===== config.mk =====
export PLATFORM = sky130hd
export DESIGN_NAME = bcp_core
export DESIGN_NICKNAME = d
export VERILOG_FILES = /design/src/rtl/bcp_core.v /design/src/rtl/bcp_sync.v /design/src/rtl/bcp_timer.v
export VERILOG_INCLUDE_DIRS = /design/src /design/src/pkg
export SDC_FILE = /design/constraint.sdc
export NUM_CORES = 1
export LEC_CHECK = 0
export BUFFER_PORTS_ARGS = -buffer_cell sky130_fd_sc_hd__buf_2
export CAP_MARGIN = 15
export CORE_AREA = 4 4 137 139
export CTS_CLUSTER_SIZE = 16
export DETAILED_ROUTE_END_ITERATION = 7
export DIE_AREA = 0 0 141 143
export HOLD_SLACK_MARGIN = 0.08
export PLACE_DENSITY = 0.86
export SYNTH_ARGS = -nofsm -noshare
export SYNTH_HDL_FRONTEND = slang
export SYNTH_SLANG_ARGS = --single-unit
export TNS_END_PERCENT = 10

===== constraint.sdc =====
create_clock -name clock -period 2.6 [get_ports clock]
set_input_delay 0.52 -clock clock [delete_from_list [all_inputs] [get_ports clock]]
set_output_delay 0.52 -clock clock [all_outputs]
set_load 0.02 [all_outputs]

===== src/pkg/bcp_regs.vh =====
// Register map, field positions and timing constants of the commutation core
`ifndef BCP_REGS_VH
`define BCP_REGS_VH
`define BCP_CLK_HZ 40000000
`define BCP_ADDR_CTRL 12'h000
`define BCP_ADDR_SPEED 12'h004
`define BCP_ADDR_STATUS 12'h008
`define BCP_ADDR_IRQ_STAT 12'h00c
`define BCP_ADDR_IRQ_EN 12'h010
`define BCP_ADDR_IRQ_CLR 12'h014
`define BCP_ADDR_GATES 12'h018
`define BCP_CTRL_RESET 2'h0
`define BCP_CTRL_LOCKEN 0
`define BCP_CTRL_OCEN 1
`define BCP_SPEED_RESET 8'h00
`define BCP_SAW_LOW 8'h40
`define BCP_SAW_HIGH 8'hc0
`define BCP_ALLOFF_LVL 8'h25
`define BCP_LOCKSUP_LVL 8'h43
`define BCP_PWM_HZ 20000
`define BCP_PWM_DIV (`BCP_CLK_HZ / `BCP_PWM_HZ / 128)
`define BCP_OCREC_US 1000
`define BCP_OCREC_CYC (`BCP_CLK_HZ / 1000000 * `BCP_OCREC_US)
`define BCP_LOCKDET_US 2000
`define BCP_LOCKDET_CYC (`BCP_CLK_HZ / 1000000 * `BCP_LOCKDET_US)
`define BCP_LOCKREL_US 12000
`define BCP_LOCKREL_CYC (`BCP_CLK_HZ / 1000000 * `BCP_LOCKREL_US)
`define BCP_EV_OC 0
`define BCP_EV_UV 1
`define BCP_EV_OT 2
`define BCP_EV_LOCK 3
`define BCP_EV_LIMIT 4
`endif


===== src/rtl/bcp_core.v =====
// Commutation, PWM and protection core with APB register access
// Function
// - Hall code selects six arm enables
// - Three-pulse is majority, one-pulse follows U
// - PWM chops bottom arms only
// - Current limit kills bottoms until PWM tick
// - Over-current kills all, timed recovery
// - Undervoltage kills all until release
// - Stop band holds bottoms off
// - All-off band holds every arm off
// - Unchanged three-pulse for time declares lock
// - Lock holds arms off for release time
// - Lock detect suppressed low command, UV, OT
// - Over-temperature kills all until release
// - Hall supply on above all-off level
// - Hall supply off forces Hall low
//
// The register offsets and the APB interface to the registers were decided locally.
`timescale 1ns/10ps
`include "bcp_regs.vh"
module bcp_core (
  input wire clock,
  input wire rst_n,
  input wire [31:0] paddr,
  input wire psel,
  input wire penable,
  input wire pwrite,
  input wire [31:0] pwdata,
  input wire [3:0] pstrb,
  output reg [31:0] prdata,
  output wire pready,
  output wire pslverr,
  input wire hall_phase_u,
  input wire hall_phase_v,
  input wire hall_phase_w,
  input wire limitTrip,
  input wire overcurrentTrip,
  input wire undervoltageTrip,
  input wire undervoltageRelease,
  input wire overtempTrip,
  input wire overtempRelease,
  output reg [2:0] topEnable,
  output reg [2:0] bottomEnable,
  output reg speed_pulse_three,
  output reg speed_pulse_one,
  output reg hall_supply_out,
  output reg pwm_clock_out,
  output wire irq
);
  reg [1:0] ctrl_r;
  reg [7:0] speed_command_r;
  reg [4:0] irqStat_r;
  reg [4:0] irqEn_r;
  reg [6:0] ramp_r;
  reg [15:0] div_r;
  reg pwmTick;
  reg limitLatch_r;
  reg uvActive_r;
  reg otActive_r;
  reg lockActive_r;
  reg ocPrev_r;
  reg fgPrev_r;
  reg [4:0] events;
  reg [2:0] topDec;
  reg [2:0] botDec;
  wire hu;
  wire hv;
  wire hw;
  wire ocSync;
  wire limSync;
  wire uvTrip;
  wire uvRel;
  wire otTrip;
  wire otRel;
  wire ocBusy;
  wire lockDetBusy;
  wire lockRelBusy;
  wire [2:0] hallGated;
  wire fg3;
  wire pwmOn;
  wire allOffBand;
  wire stopBand;
  wire lockSuppress;
  wire ocStart;
  wire lockStart;
  wire fgEdge;
  wire shutAll;
  wire shutBottom;
  wire wrEn;
  wire [6:0] speedCode;
  wire [7:0] speedOffset;

  ////////////////////////////////////////////////////////////////////////
  // Input synchronisers
  bcp_sync uSyncHu (.clock(clock), .rst_n(rst_n), .din(hall_phase_u), .dout(hu));
  bcp_sync uSyncHv (.clock(clock), .rst_n(rst_n), .din(hall_phase_v), .dout(hv));
  bcp_sync uSyncHw (.clock(clock), .rst_n(rst_n), .din(hall_phase_w), .dout(hw));
  bcp_sync uSyncLim (.clock(clock), .rst_n(rst_n), .din(limitTrip), .dout(limSync));
  bcp_sync uSyncOc (.clock(clock), .rst_n(rst_n), .din(overcurrentTrip), .dout(ocSync));
  bcp_sync uSyncUvT (.clock(clock), .rst_n(rst_n), .din(undervoltageTrip), .dout(uvTrip));
  bcp_sync uSyncUvR (.clock(clock), .rst_n(rst_n), .din(undervoltageRelease), .dout(uvRel));
  bcp_sync uSyncOtT (.clock(clock), .rst_n(rst_n), .din(overtempTrip), .dout(otTrip));
  bcp_sync uSyncOtR (.clock(clock), .rst_n(rst_n), .din(overtempRelease), .dout(otRel));

  ////////////////////////////////////////////////////////////////////////
  // Command bands and Hall supply
  assign allOffBand = (speed_command_r < `BCP_ALLOFF_LVL);
  assign stopBand = !allOffBand && (speed_command_r < `BCP_SAW_LOW);
  assign lockSuppress = (speed_command_r <= `BCP_LOCKSUP_LVL) ||
                        uvActive_r || otActive_r;

  // Unpowered Hall elements read low
  assign hallGated = hall_supply_out ? {hu, hv, hw} : 3'h0;
  assign fg3 = (hallGated[2] & hallGated[1]) | (hallGated[2] & hallGated[0]) |
               (hallGated[1] & hallGated[0]);

  ////////////////////////////////////////////////////////////////////////
  // PWM ramp and clock tick
  // Command between the ramp floor and ceiling maps one to one onto the 128-step ramp
  assign speedOffset = speed_command_r - `BCP_SAW_LOW;
  assign speedCode = (speed_command_r >= `BCP_SAW_HIGH) ? 7'h7f :
                     (speed_command_r < `BCP_SAW_LOW) ? 7'h00 :
                     speedOffset[6:0];
  assign pwmOn = (speed_command_r >= `BCP_SAW_HIGH) ||
                 ({1'b0, speedCode} > {1'b0, ramp_r});

  always @(posedge clock or negedge rst_n) begin
    if (!rst_n) begin
      div_r <= 16'h0;
      ramp_r <= 7'h0;
      pwmTick <= 1'b0;
      pwm_clock_out <= 1'b0;
    end else begin
      pwmTick <= 1'b0;
      if ({16'h0, div_r} >= (`BCP_PWM_DIV - 1)) begin
        div_r <= 16'h0;
        ramp_r <= ramp_r + 7'h1;
        pwmTick <= (ramp_r == 7'h7f);
      end else begin
        div_r <= div_r + 16'h1;
      end
      pwm_clock_out <= ramp_r[6];
    end
  end

  ////////////////////////////////////////////////////////////////////////
  // Protection state
  assign ocStart = ocSync && !ocPrev_r && ctrl_r[`BCP_CTRL_OCEN];
  bcp_timer uOcTimer (.clock(clock), .rst_n(rst_n), .load(ocStart || (ocSync && ocBusy)),
    .loadVal(`BCP_OCREC_CYC), .busy(ocBusy));

  assign fgEdge = (fg3 != fgPrev_r);
  assign lockStart = !lockDetBusy && !lockActive_r && !lockSuppress &&
                     ctrl_r[`BCP_CTRL_LOCKEN] && !fgEdge;
  bcp_timer uLockDet (.clock(clock), .rst_n(rst_n),
    .load(fgEdge || lockSuppress || lockActive_r || !ctrl_r[`BCP_CTRL_LOCKEN] ||
          (lockStart && !lockRelBusy)),
    .loadVal(`BCP_LOCKDET_CYC), .busy(lockDetBusy));
  bcp_timer uLockRel (.clock(clock), .rst_n(rst_n), .load(lockStart),
    .loadVal(`BCP_LOCKREL_CYC), .busy(lockRelBusy));

  always @(posedge clock or negedge rst_n) begin
    if (!rst_n) begin
      ocPrev_r <= 1'b0;
      fgPrev_r <= 1'b0;
      limitLatch_r <= 1'b0;
      uvActive_r <= 1'b0;
      otActive_r <= 1'b0;
      lockActive_r <= 1'b0;
    end else begin
      ocPrev_r <= ocSync;
      fgPrev_r <= fg3;
      if (limSync) begin
        limitLatch_r <= 1'b1;
      end else if (pwmTick) begin
        limitLatch_r <= 1'b0;
      end
      if (uvTrip) begin
        uvActive_r <= 1'b1;
      end else if (uvRel) begin
        uvActive_r <= 1'b0;
      end
      if (otTrip) begin
        otActive_r <= 1'b1;
      end else if (otRel) begin
        otActive_r <= 1'b0;
      end
      if (lockStart) begin
        lockActive_r <= 1'b1;
      end else if (lockActive_r && !lockRelBusy) begin
        lockActive_r <= 1'b0;
      end
    end
  end

  ////////////////////////////////////////////////////////////////////////
  // Hall decode and gate enables, bit 2 is phase U
  always @* begin
    case (hallGated)
      3'b101: begin
        topDec = 3'b010;
        botDec = 3'b100;
      end
      3'b100: begin
        topDec = 3'b001;
        botDec = 3'b100;
      end
      3'b110: begin
        topDec = 3'b001;
        botDec = 3'b010;
      end
      3'b010: begin
        topDec = 3'b100;
        botDec = 3'b010;
      end
      3'b011: begin
        topDec = 3'b100;
        botDec = 3'b001;
      end
      3'b001: begin
        topDec = 3'b010;
        botDec = 3'b001;
      end
      default: begin
        topDec = 3'b000;
        botDec = 3'b000;
      end
    endcase
  end

  assign shutAll = ocBusy || ocSync || uvActive_r || otActive_r || lockActive_r ||
                   allOffBand;
  assign shutBottom = limitLatch_r || limSync || stopBand || !pwmOn;

  always @(posedge clock or negedge rst_n) begin
    if (!rst_n) begin
      topEnable <= 3'h0;
      bottomEnable <= 3'h0;
      speed_pulse_three <= 1'b0;
      speed_pulse_one <= 1'b0;
      hall_supply_out <= 1'b0;
    end else begin
      topEnable <= shutAll ? 3'h0 : topDec;
      bottomEnable <= (shutAll || shutBottom) ? 3'h0 : botDec;
      speed_pulse_three <= fg3;
      speed_pulse_one <= hallGated[2];
      hall_supply_out <= (speed_command_r > `BCP_ALLOFF_LVL);
    end
  end

  ////////////////////////////////////////////////////////////////////////
  // Interrupt events
  always @* begin
    events = 5'h0;
    events[`BCP_EV_OC] = ocStart;
    events[`BCP_EV_UV] = uvTrip && !uvActive_r;
    events[`BCP_EV_OT] = otTrip && !otActive_r;
    events[`BCP_EV_LOCK] = lockStart;
    events[`BCP_EV_LIMIT] = limSync && !limitLatch_r;
  end
  assign irq = |(irqStat_r & irqEn_r);

  ////////////////////////////////////////////////////////////////////////
  // APB slave, zero wait states
  assign pready = 1'b1;
  assign pslverr = 1'b0;
  assign wrEn = psel && penable && pwrite;

  always @(posedge clock or negedge rst_n) begin
    if (!rst_n) begin
      ctrl_r <= `BCP_CTRL_RESET;
      speed_command_r <= `BCP_SPEED_RESET;
      irqEn_r <= 5'h0;
      irqStat_r <= 5'h0;
    end else begin
      if (wrEn && pstrb[0] && paddr[11:0] == `BCP_ADDR_CTRL) begin
        ctrl_r <= pwdata[1:0];
      end
      if (wrEn && pstrb[0] && paddr[11:0] == `BCP_ADDR_SPEED) begin
        speed_command_r <= pwdata[7:0];
      end
      if (wrEn && pstrb[0] && paddr[11:0] == `BCP_ADDR_IRQ_EN) begin
        irqEn_r <= pwdata[4:0];
      end
      // Set wins over a simultaneous clear
      if (wrEn && pstrb[0] && paddr[11:0] == `BCP_ADDR_IRQ_CLR) begin
        irqStat_r <= (irqStat_r & ~pwdata[4:0]) | events;
      end else begin
        irqStat_r <= irqStat_r | events;
      end
    end
  end

  always @* begin
    case (paddr[11:0])
      `BCP_ADDR_CTRL: prdata = {30'h0, ctrl_r};
      `BCP_ADDR_SPEED: prdata = {24'h0, speed_command_r};
      `BCP_ADDR_STATUS: prdata = {24'h0, lockActive_r, otActive_r, uvActive_r,
                                  ocBusy, limitLatch_r, hallGated};
      `BCP_ADDR_IRQ_STAT: prdata = {27'h0, irqStat_r};
      `BCP_ADDR_IRQ_EN: prdata = {27'h0, irqEn_r};
      `BCP_ADDR_GATES: prdata = {26'h0, topEnable, bottomEnable};
      default: prdata = 32'h0;
    endcase
  end
endmodule // bcp_core


===== src/rtl/bcp_sync.v =====
// Three-stage input synchroniser with agreement filter
`timescale 1ns/10ps
module bcp_sync (
  input wire clock,
  input wire rst_n,
  input wire din,
  output reg dout
);
  reg s1_r;
  reg s2_r;
  reg s3_r;

  always @(posedge clock or negedge rst_n) begin
    if (!rst_n) begin
      s1_r <= 1'b0;
      s2_r <= 1'b0;
      s3_r <= 1'b0;
      dout <= 1'b0;
    end else begin
      s1_r <= din;
      s2_r <= s1_r;
      s3_r <= s2_r;
      if (s2_r == s3_r) begin
        dout <= s3_r;
      end
    end
  end
endmodule // bcp_sync


===== src/rtl/bcp_timer.v =====
// Down counter: load, count and busy flag
`timescale 1ns/10ps
module bcp_timer (
  input wire clock,
  input wire rst_n,
  input wire load,
  input wire [31:0] loadVal,
  output wire busy
);
  reg [31:0] cnt_r;

  assign busy = (cnt_r != 32'h0);

  always @(posedge clock or negedge rst_n) begin
    if (!rst_n) begin
      cnt_r <= 32'h0;
    end else if (load) begin
      cnt_r <= loadVal;
    end else if (busy) begin
      cnt_r <= cnt_r - 32'h1;
    end
  end
endmodule // bcp_timer

==> impl_results.md <==
* Status: complete, but fails checks
* Failing checks: setup timing
* Setup slack after layout at -199 ps
* Top delay family on crit path: simple AND/OR/NAND/NOR gates
* Core area at roughly 18000 um2
* Pre-CTS setup slack at -88.9 ps
* Die height at 143 um
* Syn Std Cell Area at roughly 9000 um2
* Top cells by area, synth: dfrtp_1 53%, xnor2_1 4.1%, nor2_1 4.0%
* CTS Buf Count at 17
* IO Count at 127
* Antenna Cells at 0
* Commonest non-fill, non-tap cell in the layout: dfrtp_1
* Hpwl dp at 13600 um
* Vias in the first global route at 7076
* Row Count at slightly below 50
* Slew Limit Fails at 0
* Warnings, synthesis at 0
* CP max stage cell: or4_4
* Overall routing resource usage at 20.2%
* Period minus WS final at 2800 ps
* Largest net degree at the start of global routing at 61
* Initial DRT Pass Iterations at 5
* Static Leak at 4.99 nW
* Crit path buf inv count at 1
* H-tree depth at 4
* Post-Syn Instances at 880
* Die W at approximately 140 um
* Clock Skew at 6.89 ps
* CTS max path bufs at 2
* Final setup fails at 2
* Total number of vias at 7183
* Synth Register Bits at roughly 190
* Die ar. at 20200 um2
* Number of remaining DRC errors at 0
* CP Class: reg -> out
* Yosys top cell by area: dfrtp_1
* Synth Area per Inst at 10.3 um2
* Commonest non-fill, non-tap cells in the layout: 191 x dfrtp_1, 96 x nor2_1, 73 x nand2_1
* FFs w/ async S/R, synth at 100%
* First-pass GRT wire length at 33100 um
* Cell Chain, Critical Path: or4_4 -> nor3_4 -> nand4_1 -> o2111ai_2 -> nand3_2 -> buf_6
* Synth top area share at ~53%
* Worst path max stage delay at 540 ps
* Sequential share of the synthesized area at 52.9%
* Fraction of layout cells with a size suffix above 1 at 19.6%
* Peak supply drop at 0.530 mV
* # clock sinks at approximately 190
* HP Class: in -> reg
* Period utilisation layout at 108%
* DRT Wirelength at roughly 20000 um
* Max-cap violation count at 0
* Gr ovfl total at 0
* Final Hold Viols at 0
* Initial DRC Count at 516
* Port bufs at 53
* Vias per inst at 5.77
* Worst skew pair latency at between 400 and 500 ps
* Startpoint Class: register
* Clock transition at the registers of the reported paths at 70 ps
* Setup TNS at -202 ps
* Top_reg_cell synth: dfrtp_1
* Tot Pwr at 0.00650 W
* Wire per inst at about 16 um
* RSZ-0062 raised after global routing: yes
* Routed Antenna Nets at 0
* Routability Congestion at about 0.9
* Crit. End Element: output pin
* Initial antenna violation count at 0
* Number of enable flip-flop cells after synthesis at 0
* Slew headroom at 57.1%
* Count of nets after finishing at ~1100
* Synth cell types at 63
* Root Buffer: clkbuf_16
* Worst Path Max Fanout at 3
* CTS tree: built
* Slew at the pin closest to its max-slew limit at between 600 and 700 ps
* Syn-to-layout area delta at 18.2%
* PwrDens at 609 nW/um2
* Initial core utilization at 51.1%
* WP data required at 2080 ps
* Max Fclk at 0.357 GHz
* Critical path arrival at 2280 ps
==> synthesized netlist by cell type, types with 8 or more instances <==
master and n:
maj3_1 13, clkbuf_1 20, nand2_1 73, nor3_1 41
nand3_1 24, xnor2_1 42, buf_4 29, or3_1 26
xor2_1 21, nor2_1 97, nor4_1 34, a22oi_1 8
o21ai_0 32, inv_1 22, a21oi_1 33, ha_1 15
or4_1 15, dfrtp_1 191, mux2_2 17, nand4_1 16
==> per-stage QoR <==
stage               std cells  hold slack [ps]  util, %  area (um2)
floorplan                 915              224        -        9160
global placement         1210              333     56.3        9940
detailed placement       1210              336     56.3        9940
CTS                      1243              174     60.0       10600
global route             1244              165     60.4       10700
finish                   1244              190     60.4       10700
==> report_power, final <==
group          switching [W]  internal, W
clock                0.00108      0.00146
combinational       0.000409     0.000268
sequential          0.000154      0.00313
==> final timing paths <==
path / start / end / slack (ps) / cells after the start
min: undervoltageRelease / uSyncUvR.s1_r / 190 / 1
min in group asynchronous: rst_n / uOcTimer.cnt_r[12] / 640 / 2
min reg2reg: uSyncUvR.s1_r / uSyncUvR.s2_r / 350 / 0
max in group asynchronous: rst_n / uOcTimer.cnt_r[24] / 1250 / 3
max reg2reg: uLockDet.cnt_r[19] / uLockDet.cnt_r[9] / 0 / 6
max: uOcTimer.cnt_r[29] / prdata[4] / -200 / 6
==> cells by family after synthesis <==
kind of cell             share of synthesized area, %
AO/OA/AOI/OAI                                    8.69
other                                          0.0832
adder cells (fa/ha/maj)                          3.52
buffers and inverters                            4.39
multiplexers                                     2.45
XOR/XNOR                                         6.11
AND/OR/NAND/NOR                                  21.8
flip-flops                                       52.9
==> sequential cells by signal (all words and copies together) (netlist names), 2 cells and up <==
| name | flops |
|---|---|
| bottomEnable | 3 |
| speed_command_r | 8 |
| irqStat_r | 5 |
| uLockRel.cnt_r | 32 |
| irqEn_r | 5 |
| topEnable | 3 |
| ramp_r | 7 |
| uLockDet.cnt_r | 32 |
| uOcTimer.cnt_r | 32 |
| ctrl_r | 2 |
| div_r | 16 |
==> what timing repair did <==
item	4_1_cts	5_1_grt
hold buffers	1	0
setup endpoints to repair	9	30
resized for setup	12	16
pin swaps	7	3
setup buffers	2	1
hold endpoints to repair	16	0
==> area by class of cell <==
class                      count  area (um2)
timing repair buffer         122         845
inverter                      22        82.6
sequential                   191        4780
fill                        1318        6990
tap                          229         287
multi-input combinational    650        4100
clock buffer                  21         460
clock inverter                 9         111
==> per-layer routing <==
metal | track usage [%] | vias up | routed length (um)
met3 | 5.09 | 50 | 1270
met1 | 25.1 | 3534 | 8170
met4 | 8.82 | 0 | 550
li1 | - | 3330 | -
met5 | 0 | - | 0
met2 | 33.8 | 269 | 9970
No activity file was read; power rests on OpenSTA's default activity.
